### src/logic/ccr_pkg.sv
// Package with register map, field layout, reset values and timing for the charger config bank.
package ccr_pkg;

    // ------------------------------------------------------------------
    // Register indices and reset values
    // ------------------------------------------------------------------
    localparam logic [1:0] IDX_VOLTAGE      = 2'h0;
    localparam logic [1:0] IDX_TERM_TIMER   = 2'h1;
    localparam logic [1:0] IDX_COMP_THERMAL = 2'h2;
    localparam logic [7:0] RST_VOLTAGE      = 8'h5E;
    localparam logic [7:0] RST_TERM_TIMER   = 8'h9D;
    localparam logic [7:0] RST_COMP_THERMAL = 8'h03;

    // ------------------------------------------------------------------
    // Field positions
    // ------------------------------------------------------------------
    localparam int VLIM_LSB      = 2;
    localparam int PRECHG_BIT    = 1;
    localparam int RECHG_BIT     = 0;
    localparam int TERM_EN_BIT   = 7;
    localparam int STAT_OFF_BIT  = 6;
    localparam int WDOG_LSB      = 4;
    localparam int SAFETY_EN_BIT = 3;
    localparam int FCT_LSB       = 1;
    localparam int COLD_BIT      = 0;
    localparam int IRR_LSB       = 5;
    localparam int IRC_LSB       = 2;
    localparam int THERM_LSB     = 0;

    // Highest charge voltage code applied; higher codes clamp here.
    localparam logic [5:0] VLIM_MAX_CODE = 6'h30;

    // ------------------------------------------------------------------
    // Timing
    // ------------------------------------------------------------------
    localparam longint CLK_HZ       = 125000000;
    localparam longint WDOG_BASE_S  = 40;
    localparam longint WDOG_BASE_CY = WDOG_BASE_S * CLK_HZ;

    typedef enum logic [1:0] {
        CCR_WD_OFF,
        CCR_WD_40S,
        CCR_WD_80S,
        CCR_WD_160S
    } ccr_wdog_e;

endpackage : ccr_pkg

### src/logic/ccr_wdog_if.sv
// Interface between the register bank and its host watchdog timer.
`timescale 1ns/1ps
interface ccr_wdog_if;
    logic [1:0] sel;
    logic       kick;
    logic       expire;
    modport bank (output sel, output kick, input expire);
    modport timer (input sel, input kick, output expire);
endinterface : ccr_wdog_if

### src/logic/ccr_wdog.sv
// Host watchdog timer that expires when the host stops restarting it.
`timescale 1ns/1ps
module ccr_wdog #(
    parameter longint BASE_CYCLES = ccr_pkg::WDOG_BASE_CY
) (
    input  wire logic   mclk,
    input  wire logic   rst_n,
    ccr_wdog_if.timer   wd
);
    logic [39:0] count;
    logic [39:0] limit;
    logic        hit;

    // Limit is 1x, 2x or 4x the base period; code zero never expires.
    assign limit = (wd.sel == 2'h3) ? 40'(BASE_CYCLES * 4) :
                   (wd.sel == 2'h2) ? 40'(BASE_CYCLES * 2) : 40'(BASE_CYCLES);
    assign hit   = (wd.sel != 2'h0) && (count >= limit - 40'h1);

    // ------------------------------------------------------------------
    // Counter
    // ------------------------------------------------------------------
    // timeout counting
    always_ff @(posedge mclk or negedge rst_n) begin
        if (!rst_n) begin
            count     <= 40'h0;
            wd.expire <= 1'b0;
        end else begin
            wd.expire <= hit && !wd.kick;
            if (wd.kick || hit || wd.sel == 2'h0) begin
                count <= 40'h0;
            end else begin
                count <= count + 40'h1;
            end
        end
    end
endmodule : ccr_wdog

### src/logic/ccr_regs.sv
// Charger configuration register bank with clamping and watchdog defaults.
// ----------------------------------------------------------------------
// ----------------------------------------------------------------------
`timescale 1ns/1ps
module ccr_regs #(
    parameter longint WDOG_BASE_CYCLES = ccr_pkg::WDOG_BASE_CY
) (
    input  wire logic       mclk,
    input  wire logic       rst_n,
    input  wire logic       wr_en,
    input  wire logic       rd_en,
    input  wire logic [1:0] addr,
    input  wire logic [7:0] wdata,
    output logic      [7:0] rdata,
    input  wire logic       reg_reset,
    input  wire logic       host_timer_kick,
    output logic      [5:0] charge_voltage_limit,
    output logic            precharge_threshold_sel,
    output logic            recharge_offset_sel,
    output logic            term_enable,
    output logic            status_pin_disable,
    output logic      [1:0] wdog_timeout_sel,
    output logic            safety_timer_enable,
    output logic      [1:0] fast_charge_timer_sel,
    output logic            cold_current_scale_sel,
    output logic      [2:0] ir_comp_resistance,
    output logic      [2:0] ir_comp_clamp,
    output logic      [1:0] thermal_reg_threshold,
    output logic            wdog_expired
);
    logic [7:0] charge_voltage_thresholds;
    logic [7:0] termination_timer_control;
    logic [7:0] compensation_thermal_control;
    logic [7:0] next_rdata;
    logic [5:0] raw_vlim;
    logic       to_default;
    logic       hit_voltage;
    logic       hit_term;
    logic       hit_comp;

    ccr_wdog_if wd ();

    // ------------------------------------------------------------------
    // Watchdog timer
    // ------------------------------------------------------------------
    // kick restarts timer
    assign wd.kick = host_timer_kick;
    assign wd.sel  = termination_timer_control[ccr_pkg::WDOG_LSB +: 2];

    ccr_wdog #(
        .BASE_CYCLES (WDOG_BASE_CYCLES)
    ) u_wdog (
        .mclk  (mclk),
        .rst_n (rst_n),
        .wd    (wd.timer)
    );

    assign to_default = reg_reset || wd.expire;

    // ------------------------------------------------------------------
    // Address decode
    // ------------------------------------------------------------------
    // One compare per register, shared by the write path and the read mux.
    assign hit_voltage = (addr == ccr_pkg::IDX_VOLTAGE);
    assign hit_term    = (addr == ccr_pkg::IDX_TERM_TIMER);
    assign hit_comp    = (addr == ccr_pkg::IDX_COMP_THERMAL);

    // ------------------------------------------------------------------
    // Register storage
    // ------------------------------------------------------------------
    // A restore beats a write in the same cycle, so expiry always wins.
    always_ff @(posedge mclk or negedge rst_n) begin
        if (!rst_n) begin
            charge_voltage_thresholds    <= ccr_pkg::RST_VOLTAGE;
            termination_timer_control    <= ccr_pkg::RST_TERM_TIMER;
            compensation_thermal_control <= ccr_pkg::RST_COMP_THERMAL;
        end else if (to_default) begin
            charge_voltage_thresholds    <= ccr_pkg::RST_VOLTAGE;
            termination_timer_control    <= ccr_pkg::RST_TERM_TIMER;
            compensation_thermal_control <= ccr_pkg::RST_COMP_THERMAL;
        end else if (wr_en) begin
            if (hit_voltage) charge_voltage_thresholds <= wdata;
            if (hit_term) termination_timer_control <= wdata;
            if (hit_comp) compensation_thermal_control <= wdata;
        end
    end

    // ------------------------------------------------------------------
    // Readback
    // ------------------------------------------------------------------
    // Stored value is returned; clamping only affects the applied limit.
    assign next_rdata = hit_voltage ? charge_voltage_thresholds :
                        hit_term    ? termination_timer_control :
                        hit_comp    ? compensation_thermal_control :
                                      8'h00;

    always_ff @(posedge mclk or negedge rst_n) begin
        if (!rst_n) begin
            rdata <= 8'h00;
        end else if (rd_en) begin
            rdata <= next_rdata;
        end
    end

    // ------------------------------------------------------------------
    // Field decode
    // ------------------------------------------------------------------
    // voltage limit field
    assign raw_vlim = charge_voltage_thresholds[ccr_pkg::VLIM_LSB +: 6];
    assign charge_voltage_limit = (raw_vlim > ccr_pkg::VLIM_MAX_CODE) ?
                                  ccr_pkg::VLIM_MAX_CODE : raw_vlim;
    assign precharge_threshold_sel = charge_voltage_thresholds[ccr_pkg::PRECHG_BIT];
    assign recharge_offset_sel     = charge_voltage_thresholds[ccr_pkg::RECHG_BIT];
    assign term_enable             = termination_timer_control[ccr_pkg::TERM_EN_BIT];
    assign status_pin_disable      = termination_timer_control[ccr_pkg::STAT_OFF_BIT];
    assign wdog_timeout_sel        = termination_timer_control[ccr_pkg::WDOG_LSB +: 2];
    assign safety_timer_enable     = termination_timer_control[ccr_pkg::SAFETY_EN_BIT];
    assign fast_charge_timer_sel   = termination_timer_control[ccr_pkg::FCT_LSB +: 2];
    assign cold_current_scale_sel  = termination_timer_control[ccr_pkg::COLD_BIT];
    assign ir_comp_resistance      = compensation_thermal_control[ccr_pkg::IRR_LSB +: 3];
    assign ir_comp_clamp           = compensation_thermal_control[ccr_pkg::IRC_LSB +: 3];
    assign thermal_reg_threshold   = compensation_thermal_control[ccr_pkg::THERM_LSB +: 2];
    assign wdog_expired            = wd.expire;

    // ------------------------------------------------------------------
    // Checks
    // ------------------------------------------------------------------
    a_vlim_clamp: assert property (@(posedge mclk) disable iff (!rst_n)
        charge_voltage_limit <= ccr_pkg::VLIM_MAX_CODE)
        else $error("applied voltage code above clamp");
    a_vlim_pass: assert property (@(posedge mclk) disable iff (!rst_n)
        (raw_vlim <= ccr_pkg::VLIM_MAX_CODE) |-> charge_voltage_limit == raw_vlim)
        else $error("legal voltage code altered");
    a_default_restore: assert property (@(posedge mclk) disable iff (!rst_n)
        to_default |=> (charge_voltage_thresholds == ccr_pkg::RST_VOLTAGE &&
        termination_timer_control == ccr_pkg::RST_TERM_TIMER &&
        compensation_thermal_control == ccr_pkg::RST_COMP_THERMAL))
        else $error("defaults not restored");
    a_write_takes: assert property (@(posedge mclk) disable iff (!rst_n)
        (wr_en && !to_default && addr == ccr_pkg::IDX_TERM_TIMER) |=>
        term_enable == $past(wdata[ccr_pkg::TERM_EN_BIT]))
        else $error("termination enable write lost");
    a_wdog_off: assert property (@(posedge mclk) disable iff (!rst_n)
        (wdog_timeout_sel == 2'h0) |=> !wd.expire)
        else $error("disabled watchdog expired");
    a_kick_holds: assert property (@(posedge mclk) disable iff (!rst_n)
        host_timer_kick |=> !wd.expire)
        else $error("expiry right after kick");
    a_fct_write: assert property (@(posedge mclk) disable iff (!rst_n)
        (wr_en && !to_default && addr == ccr_pkg::IDX_TERM_TIMER) |=>
        fast_charge_timer_sel == $past(wdata[2:1]))
        else $error("fast charge timer write lost");
    a_comp_write: assert property (@(posedge mclk) disable iff (!rst_n)
        (wr_en && !to_default && addr == ccr_pkg::IDX_COMP_THERMAL) |=>
        ir_comp_resistance == $past(wdata[7:5]) && ir_comp_clamp == $past(wdata[4:2]))
        else $error("compensation write lost");

    // ------------------------------------------------------------------
    // Field write checks
    // ------------------------------------------------------------------
    // Each field must follow its own bits of the byte written a cycle earlier; an oversized voltage code must apply as the clamp.
    a_prechg_write: assert property (@(posedge mclk) disable iff (!rst_n)
        (wr_en && !to_default && hit_voltage) |=>
        precharge_threshold_sel == $past(wdata[ccr_pkg::PRECHG_BIT]))
        else $error("precharge threshold write lost");
    a_rechg_write: assert property (@(posedge mclk) disable iff (!rst_n)
        (wr_en && !to_default && hit_voltage) |=>
        recharge_offset_sel == $past(wdata[ccr_pkg::RECHG_BIT]))
        else $error("recharge offset write lost");
    a_vlim_write: assert property (@(posedge mclk) disable iff (!rst_n)
        (wr_en && !to_default && hit_voltage &&
        wdata[ccr_pkg::VLIM_LSB +: 6] > ccr_pkg::VLIM_MAX_CODE) |=>
        charge_voltage_limit == ccr_pkg::VLIM_MAX_CODE)
        else $error("oversized voltage code not clamped");
    a_stat_write: assert property (@(posedge mclk) disable iff (!rst_n)
        (wr_en && !to_default && hit_term) |=>
        status_pin_disable == $past(wdata[ccr_pkg::STAT_OFF_BIT]))
        else $error("status pin disable write lost");
    a_safety_write: assert property (@(posedge mclk) disable iff (!rst_n)
        (wr_en && !to_default && hit_term) |=>
        safety_timer_enable == $past(wdata[ccr_pkg::SAFETY_EN_BIT]))
        else $error("safety timer enable write lost");
    a_cold_write: assert property (@(posedge mclk) disable iff (!rst_n)
        (wr_en && !to_default && hit_term) |=>
        cold_current_scale_sel == $past(wdata[ccr_pkg::COLD_BIT]))
        else $error("cold current scale write lost");
    a_clamp_write: assert property (@(posedge mclk) disable iff (!rst_n)
        (wr_en && !to_default && hit_comp) |=>
        ir_comp_clamp == $past(wdata[ccr_pkg::IRC_LSB +: 3]))
        else $error("compensation clamp write lost");

    // Settings move only on a write or a restore; any other change would
    // silently retune the charger behind the host's back.
    a_fields_hold: assert property (@(posedge mclk) disable iff (!rst_n)
        (!wr_en && !to_default) |=>
        $stable(charge_voltage_thresholds) && $stable(termination_timer_control) &&
        $stable(compensation_thermal_control))
        else $error("register changed without write or restore");

    // Expiry is a single-cycle event; a stuck flag would pin the bank at defaults.
    // This needs a base period of at least two cycles.
    a_expire_pulse: assert property (@(posedge mclk) disable iff (!rst_n)
        wd.expire |=> !wd.expire)
        else $error("watchdog expiry held longer than one cycle");
endmodule : ccr_regs

### config.mk
export PLATFORM = sky130hd
export DESIGN_NAME = ccr_regs
export DESIGN_NICKNAME = d
export VERILOG_FILES = /design/src/logic/ccr_pkg.sv /design/src/logic/ccr_wdog_if.sv /design/src/logic/ccr_wdog.sv /design/src/logic/ccr_regs.sv
export SDC_FILE = /design/constraint.sdc
export NUM_CORES = 1
export LEC_CHECK = 0
export BUFFER_PORTS_ARGS = -buffer_cell sky130_fd_sc_hd__clkbuf_2
export CAP_MARGIN = 5
export CORE_AREA = 2 2 129 131
export CTS_CLUSTER_SIZE = 24
export DETAILED_ROUTE_END_ITERATION = 6
export DIE_AREA = 0 0 131 133
export SYNTH_ARGS = -nofsm -noshare
export SYNTH_HDL_FRONTEND = slang
export SYNTH_SLANG_ARGS = --single-unit
### constraint.sdc
create_clock -name mclk -period 3.4 [get_ports mclk]
set_input_delay 0.17 -clock mclk [delete_from_list [all_inputs] [get_ports mclk]]
set_output_delay 0.17 -clock mclk [all_outputs]
set_load 0.005 [all_outputs]
==> results.yml, run 1 <==
critical_path:
  cpPeakStageDelay_ns: 0.60
  critical_path_buf_inv_count: 1
  crit_required_ns: 3.59
  path_delay_family: "simple AND/OR/NAND/NOR gates"
  critPathArrivalTime_ns: 3.09
  crit_path_top_delay_cell: "or4_4"
  start_kind: "flip-flop"
  critPathKind: "reg2reg"
  path_max_fanout: 25
  worstPathCellList: "nand2_1 > ha_1 > nand4b_1 > or4_4 > a2111oi_4 > buf_4 > nor4_1"
  endpoint_kind: "flip-flop"
global_route:
  grt_pass1_vias: 3287
  grt_pass1_wl_um: 16280
  antenna_found_initial: 0
  grt-ovfl-total: 0
  grt_max_degree: 47
  grt_use_total_pct: 11.87
clock_tree:
  path_clk_slew_ns: 0.06
  tritoncts: "built"
  cts_resized: 0
  numCtsBuffers: 9
  cts.sinks: 73
  clkLatencyLatePin_ns: 0.34
  cts_root_buffer: "clkbuf_16"
  htreeDepth: 3
  hold_buffers: 0
  clk_path_buf_depth: 2
  cts_setup_buffers: 0
cells_and_area:
  multi_input_area_mm2: 0.001939
  layout-drive-gt1-share_pct: 19.36
  fin_nets: 500
  layout_commonest_cell: "dfrtp_1"
  regArea_mm2: 0.001842
  fill_cells: 1692
  synthToLayoutAreaGrowth_pct: 20.06
  final_cell_mix: "dfrtp_1, nand2_1, clkbuf_2, nor3_1, a21oi_1"
  antenna_cells: 0
logic_synthesis:
  synth-edff-count: 0
  syn_avg_cell_area_um2: 9.354
  syn_area_mm2: 0.003929
  yosysTopAreaCell: "dfrtp_1"
  ys.flop_type: "dfrtp_1"
  yosysSeqAreaShare_pct: 46.88
  yosys_warnings: 0
  ys_seq_elements: 73
  ys_top_cells_by_area: "dfrtp_1, dfstp_2, xnor2_1"
  synth_cells: 420
  synth_top_area_share_pct: 38.85
  ys_async_sr_fraction_pct: 100.0
  synth.distinct_cells: 46
floorplan:
  initial_core_util_pct: 24.29
  design.core.area_mm2: 0.01617
  dieArea_mm2: 0.01742
  die_w_um: 131
  dieHeight_um: 133
  num_io_pins: 49
  rows: 47
flow_run:
  cap_violations: 0
sta:
  finalSetupViolCount: 0
  slew_headroom_pct: 32.03
  fmax_mhz: 345.4
  period_share_pct: 85.15
  rsz0062_at_grt: "false"
  max_slew.worst_pin.slew_ns: 1.019
  hold_viol_final: 0
  finClkSkew_ns: 0.003723
  slew_violations: 0
  fin_crit_ns: 2.895
  fin_setup_tns_ns: 0
routing:
  vias: 3176
  avgRoutedWirePerCell_um: 14.01
  drc: 0
  ant_nets: 0
  routed_via_density: 4.603
  drt_iter0_markers: 192
  dr.pass1.iters: 4
  wirelength_um: 9664
status:
  outcome: "complete, no violations"
placed_design:
  dp_hpwl_um: 6931
  portBuffers: 48
  gp_congestion: 0.8215
worst_hold_path:
  hp-class: "in2async"
power:
  p_leak_nw: 1.962
  powerDensity_mw_per_mm2: 437.6
  finalPower_mw: 2.064
  peakVddDrop_uv: 345.6
==> kinds of logic after synthesis <==
group | count (synthesis) | synth area share [%]
simple gates | 203 | 25.67
fa+ha+maj | 19 | 6.051
mux | 8 | 2.038
compound gates | 48 | 7.866
other cells | 1 | 0.09545
xor+xnor | 33 | 7.357
flops | 73 | 46.88
buf+inv | 35 | 4.044
==> final timing paths <==
kind / from / to / slack [ns] / cells past startpoint
worst min register to register: u_wdog.count[0] / u_wdog.count[0] / 0.47 / 1
worst max-delay path: termination_timer_control[5] / u_wdog.count[35] / 0.51 / 7
min in group mclk: wdata[1] / charge_voltage_thresholds[1] / 0.07 / 3
worst min-delay path: rst_n / compensation_thermal_control[6] / 0.01 / 1
max in group asynchronous: rst_n / u_wdog.count[16] / 2.56 / 2
worst max register to register: termination_timer_control[5] / u_wdog.count[35] / 0.51 / 7
==> metrics by stage <==
step	utilization [%]	setup WS, ns	hold slack (ns)	instances	cell area, µm²
after floorplan	-	0.7699	-0.1256	423	3940
after global placement	27.15	0.6024	0.3792	674	4390
after detailed placement	27.15	0.5101	0.3906	674	4390
after CTS	29.17	0.5024	0.02525	690	4717
after global routing	29.17	0.3313	0.07559	690	4717
final	29.17	0.5050	0.01032	690	4717
==> cell type report <==
type                       count  share of cell area, %
clock inverter                 7                  2.149
multi-input combinational    315                  41.11
sequential                    73                  39.05
inverter                      11                 0.8753
clock buffer                   9                  4.775
tap                          220                  5.836
timing repair buffer          55                  6.207
==> cell usage after synthesis, types with 2 or more instances <==
library cell / instances
a21oi_1: 35
inv_1: 11
clkbuf_1: 15
nor2_1: 25
buf_2: 3
nor3_1: 38
dfstp_2: 12
buf_6: 3
and2_1: 4
xor2_1: 5
nor3b_1: 3
or4_4: 2
nor4_1: 15
nand4_1: 6
nand3_1: 32
a21o_1: 2
and4_1: 5
mux2i_1: 8
buf_1: 2
xnor2_1: 28
and3_1: 4
nand2_1: 59
ha_1: 19
nand2b_1: 2
dfrtp_1: 61
==> layer usage <==
metal,share of wire [%],GRT usage (%)
met5,0,0
met4,1.4,4.255
met3,5.3,3.922
met2,47,18.48
met1,46,15.33
==> state kept, by name, indices dropped and copies added (netlist names) <==
name,cells
u_wdog.wd.expire,1
charge_voltage_thresholds,8
termination_timer_control,8
u_wdog.count,40
compensation_thermal_control,8
rdata,8
==> power by group <==
part           internal [mW]  switching (mW)  leakage, nW
clock network          0.651           0.383        0.158
registers              0.892          0.0140        0.947
logic                 0.0434          0.0817        0.856
Power figures use the tool's default switching activity.
==> run 2, diff against run 1 <==
--- a/config.mk
+++ b/config.mk
@@ -11,6 +11,7 @@
 export CTS_CLUSTER_SIZE = 24
 export DETAILED_ROUTE_END_ITERATION = 6
 export DIE_AREA = 0 0 131 133
+export PLACE_DENSITY = 0.38
 export SYNTH_ARGS = -nofsm -noshare
 export SYNTH_HDL_FRONTEND = slang
 export SYNTH_SLANG_ARGS = --single-unit
==> run 2 against run 1 <==
  * The flow now finishes with violations (negative hold slack)
  * Cell area is 0.37% lower
  * Worst hold slack got worse by 0.058 ns
  * Maximum frequency down 2.7%
  * Non-clock buffer count rose by 2
  * Critical endpoint is now u_wdog.wd.expire
==> results.yml, run 2 (synthesis gave the netlist of run 1 again) <==
routing:
  wirelength_um: 10420
  ant_nets: 0
  met2_length_um: 4987
  vias: 3181
  dr.pass1.iters: 6
  routed_via_density: 4.597
  wl_met3_um: 406
  avgRoutedWirePerCell_um: 15.06
  topRoutingLayerUsed: "met4"
  met1_length_um: 4821
  drc: 0
  drt_iter0_markers: 164
critical_path:
  crit_required_ns: 3.68
  crit_path_top_delay_cell: "dfrtp_1"
  start_kind: "flip-flop"
  path_max_fanout: 19
  cpPeakStageDelay_ns: 0.66
  critPathKind: "reg2reg"
  endpoint_kind: "flip-flop"
  worstPathCellList: "nand2_1 > ha_1 > nand4b_1 > or4_4 > a2111oi_4 > buf_4 > o21ba_2"
  critPathArrivalTime_ns: 3.26
sta:
  slew_violations: 0
  rsz0062_at_grt: "false"
  fin_setup_tns_ns: 0
  finalSetupViolCount: 0
  period_share_pct: 87.54
  hold_viol_final: 19
  fmax_mhz: 336.0
  finClkSkew_ns: 0.009660
  fin_crit_ns: 2.976
  holdWs_ns: -0.04769
  max_slew.worst_pin.slew_ns: 1.031
  slew_headroom_pct: 31.12
placed_design:
  dpl.cell_count: 676
  place_area_mm2: 0.004408
  gp_congestion: 0.7513
  portBuffers: 48
  dp_hpwl_um: 7271
cells_and_area:
  final_cell_mix: "dfrtp_1, nand2_1, clkbuf_2, nor3_1, a21oi_1"
  fin_nets: 502
  layout-drive-gt1-share_pct: 19.70
  largest_reg_flops: 40
  fin_cells: 692
  layout_commonest_cell: "dfrtp_1"
  largest_register: "u_wdog.count"
  fin_area_mm2: 0.004700
  synthToLayoutAreaGrowth_pct: 19.62
  antenna_cells: 0
  final_util_pct: 29.06
clock_tree:
  cts_setup_buffers: 0
  cts_resized: 0
  cts_root_buffer: "clkbuf_16"
  tritoncts: "built"
  clk_path_buf_depth: 2
  hold_buffers: 0
  clkLatencyLatePin_ns: 0.35
  numCtsBuffers: 9
  path_clk_slew_ns: 0.06
  cts.sinks: 73
  htreeDepth: 3
power:
  netSwitchingFraction_pct: 24.90
  p_sw_uw: 487.9
  intPower_mw: 1.471
  combPwrFrac_pct: 6.4
  p_leak_nw: 1.943
  peakVddDrop_uv: 180.3
  p_clk_share_pct: 47.5
  p_seq_share_pct: 46.2
  powerDensity_mw_per_mm2: 416.9
floorplan:
  rows: 47
  die_w_um: 131
  dieHeight_um: 133
  design.core.area_mm2: 0.01617
  num_io_pins: 49
  initial_core_util_pct: 24.29
  dieArea_mm2: 0.01742
worst_hold_path:
  hp-class: "in2async"
flow_run:
  cap_violations: 0
global_route:
  grt_use_total_pct: 12.98
  grt-ovfl-total: 0
  grt_pass1_vias: 3278
  antenna_found_initial: 0
  grt_max_degree: 74
  grt_pass1_wl_um: 17320
status:
  outcome: "finished, violations left"
  violations: "negative hold slack"
-- run 2: power groups by stage --
stage          clock network [mW]  registers, mW  logic (mW)
2_1_floorplan                   0          0.919      0.0592
3_3_place_gp                    0          0.920       0.129
3_5_place_dp                    0          0.920       0.130
4_1_cts                     0.960          0.905       0.130
5_1_grt                     0.995          0.907       0.142
6_report                    0.930          0.904       0.125
-- run 2: layout make-up --
class | count | area (µm²)
fill | 1740 | 11470
multi-input combinational | 315 | 1939
sequential | 73 | 1842
timing repair buffer | 57 | 310.3
tap | 220 | 275.3
clock buffer | 11 | 252.7
inverter | 11 | 41.29
clock inverter | 5 | 38.79
-- run 2: stage by stage --
stage	setup WS, ns	hold WS [ns]	total power [mW]
CTS	0.3650	0.03845	1.995
finish	0.4236	-0.04769	1.959
global placement	0.4339	0.4007	1.049
floorplan	0.7699	-0.1256	0.9779
global route	0.2490	0.06675	2.044
detailed placement	0.3898	0.4148	1.050
-- run 2: path summary, 6_finish.rpt --
kind / slack, ns / start / end / cells past startpoint
setup / recovery: 0.42 / termination_timer_control[5] / u_wdog.wd.expire / 7
setup reg to reg: 0.42 / termination_timer_control[5] / u_wdog.wd.expire / 7
min in group mclk: 0.06 / wdata[0] / termination_timer_control[0] / 3
hold reg to reg: 0.47 / u_wdog.count[0] / u_wdog.count[0] / 1
max in group asynchronous: 2.75 / rst_n / u_wdog.count[32] / 1
hold / removal: -0.05 / rst_n / u_wdog.count[22] / 1
-- run 2: critical path: cells and delay by family, from the launching register on --
| family | cells | cell delay (ns) |
|---|---|---|
| compound gates | 2 | 0.46 |
| fa+ha+maj | 1 | 0.40 |
| buf+inv | 1 | 0.31 |
| flops | 1 | 0.66 |
| simple gates | 3 | 1.07 |
-- run 2: layer usage --
layer  vias to the layer above  global-route usage, %
li1                       1566                      -
met5                         -                      0
met1                      1534                  17.10
met2                        68                  20.50
met4                         0                  5.733
met3                        13                  2.588
==> run 3, diff against run 2 <==
--- a/config.mk
+++ b/config.mk
@@ -5,12 +5,14 @@
 export SDC_FILE = /design/constraint.sdc
 export NUM_CORES = 1
 export LEC_CHECK = 0
+export ABC_AREA = 1
 export BUFFER_PORTS_ARGS = -buffer_cell sky130_fd_sc_hd__clkbuf_2
 export CAP_MARGIN = 5
-export CORE_AREA = 2 2 129 131
+export CORE_AREA = 2 2 156 120
+export CTS_BUF_LIST = sky130_fd_sc_hd__clkbuf_4 sky130_fd_sc_hd__clkbuf_8
 export CTS_CLUSTER_SIZE = 24
 export DETAILED_ROUTE_END_ITERATION = 6
-export DIE_AREA = 0 0 131 133
+export DIE_AREA = 0 0 158 122
 export PLACE_DENSITY = 0.38
 export SYNTH_ARGS = -nofsm -noshare
 export SYNTH_HDL_FRONTEND = slang
==> run 3 against run 2 <==
  * The run now ends clean
  * First-iteration DRC count rose by 63%
  * Maximum frequency rose by 0.77%
  * Via count rose by 15%
  * Clock power fell by 23%
  * Flip-flop and latch count did not move
  * Wire length rose by 19%
  * Final cell count rose by 25%
  * Sequential power rose by 0.8%
  * Global-route usage rose by 0.60 points
  * Cell area rose by 7.7%
  * Critical path type unchanged
  * Largest power group is now registers
==> results.yml, run 3 <==
critical_path:
  critPathArrivalTime_ns: 3.23
  start_kind: "flip-flop"
  endpoint_kind: "flip-flop"
  crit_required_ns: 3.68
  critPathKind: "reg2reg"
  path_max_fanout: 36
  r2r_setup_slack_ns: 0.45
floorplan:
  die_w_um: 158
  dieHeight_um: 122
  initial_core_util_pct: 24.15
  dieArea_mm2: 0.01928
  num_io_pins: 49
  rows: 43
  design.core.area_mm2: 0.01797
routing:
  vias: 3644
  dr.pass1.iters: 5
  ant_nets: 0
  wirelength_um: 12350
  drt_iter0_markers: 267
  met2_length_um: 5093
  met1_length_um: 6666
  wl_met3_um: 473
  routed_via_density: 4.203
  drc: 0
  topRoutingLayerUsed: "met4"
  avgRoutedWirePerCell_um: 14.25
cells_and_area:
  fin_nets: 650
  layout_commonest_cell: "nand2_1"
  largest_register: "u_wdog.count"
  largest_reg_flops: 40
  fill_cells: 2008
  layout-drive-gt1-share_pct: 20.48
  antenna_cells: 0
  final_cell_mix: "nand2_1, inv_1, nor2_1, dfrtp_1, clkbuf_2"
  synthToLayoutAreaGrowth_pct: 16.63
clock_tree:
  clk_path_buf_depth: 2
  cts.sinks: 73
  htreeDepth: 3
  cts_resized: 0
  cts_setup_buffers: 0
  cts_root_buffer: "clkbuf_8"
  hold_buffers: 1
  tritoncts: "built"
  clkLatencyLatePin_ns: 0.37
  path_clk_slew_ns: 0.09
  numCtsBuffers: 9
flow_run:
  cap_violations: 0
logic_synthesis:
  ys_async_sr_fraction_pct: 100.0
  synth-edff-count: 0
  synth.distinct_cells: 32
  synth_top_area_share_pct: 35.17
  ys.flop_type: "dfrtp_1"
  yosysMostFrequentCell: "nand2_1"
  synth_cells: 559
  synth_common_cells: "nand2_1, inv_1, nor2_1"
  synth_fa_ha_area_share_pct: 5.477
  syn_area_mm2: 0.004340
  yosysSeqAreaShare_pct: 42.43
  synth_compound_area_share_pct: 7.524
  yosysTopAreaCell: "dfrtp_1"
  syn_avg_cell_area_um2: 7.765
  synthMuxAreaShare_pct: 0
  ys_seq_elements: 73
  synth-simple-area-share_pct: 29.78
  synth_top_family_by_area: "simple AND/OR/NAND/NOR gates"
  ys_top_cells_by_area: "dfrtp_1, nand2_1, dfstp_2"
  yosys_warnings: 0
  synth_xor_area_share_pct: 6.054
sta:
  rsz0062_at_grt: "false"
  slew_headroom_pct: 30.90
  max_slew.worst_pin.slew_ns: 1.026
  finalSetupViolCount: 0
  fmax_mhz: 338.5
  finClkSkew_ns: 0.01254
  period_share_pct: 86.88
  fin_setup_tns_ns: 0
  slew_violations: 0
  hold_viol_final: 0
  fin_crit_ns: 2.954
  holdWs_ns: 0.05188
power:
  powerDensity_mw_per_mm2: 348.6
  peakVddDrop_uv: 133.2
  p_leak_nw: 2.254
global_route:
  grt_pass1_vias: 3542
  grt_pass1_wl_um: 19670
  antenna_found_initial: 0
  grt_use_total_pct: 13.58
  grt-ovfl-total: 0
  grt_max_degree: 74
status:
  outcome: "complete, no violations"
placed_design:
  portBuffers: 48
  gp_congestion: 0.8111
  dp_hpwl_um: 9481
worst_hold_path:
  hp-class: "in2reg"
[run 3: path summary, 6_finish.rpt]
path / start / cells past startpoint / end
setup / recovery: termination_timer_control[5] / 11 / u_wdog.count[2]
setup reg to reg: termination_timer_control[5] / 11 / u_wdog.count[2]
hold reg to reg: rdata[2] / 2 / rdata[2]
min in group asynchronous: rst_n / 2 / u_wdog.count[1]
max in group asynchronous: rst_n / 2 / u_wdog.count[21]
hold / removal: wdata[6] / 3 / charge_voltage_thresholds[6]
[run 3: final cells by class]
class / instances / area (µm²) / area share [%]
flip-flops and latches: 73 / 1842 / 36.38
inverters: 86 / 322.8 / 6.377
well taps: 247 / 309.0 / 6.105
multi-input cells: 396 / 2135 / 42.17
clock buffers: 11 / 145.1 / 2.867
repair buffers: 49 / 252.7 / 4.993
clock inverters: 5 / 56.30 / 1.112
[run 3: logic make-up after synthesis]
family,count (synthesis)
simple gates,284
buf+inv,93
flops,73
compound gates,59
xor+xnor,30
fa+ha+maj,19
other cells,1
[run 3: routing by layer]
metal,up-vias,GRT usage (%)
met2,58,18.72
met3,7,3.202
met1,1732,21.17
li1,1847,-
met5,-,0
met4,0,2.872
[run 3: critical path, stage by stage (launching register included)]
cell and delay (ns):
dfrtp_1 0.49, inv_1 0.16, nor2_1 0.27, inv_1 0.18, ha_1 0.31, nand2_1 0.06
inv_1 0.04, a21oi_1 0.16, nor2_1 0.07, nor2_2 0.16, nand4_4 0.64, nor2_1 0.30
[run 3: power by group]
| part | switching, mW | internal [mW] |
|---|---|---|
| logic | 0.0935 | 0.0427 |
| clock network | 0.351 | 0.366 |
| registers | 0.0149 | 0.896 |
| total | 0.460 | 1.31 |
[run 3: stage by stage]
stage / util, % / worst slack, ns / total power [mW] / cell area, µm² / cells
after floorplan: - / 1.312 / 0.9881 / 4352 / 562
after global placement: 26.99 / 0.5767 / 1.066 / 4851 / 850
after detailed placement: 26.99 / 0.3682 / 1.065 / 4851 / 850
after CTS: 28.17 / 0.3526 / 1.806 / 5062 / 867
after global routing: 28.17 / 0.008610 / 1.855 / 5062 / 867
final: 28.17 / 0.4462 / 1.765 / 5062 / 867
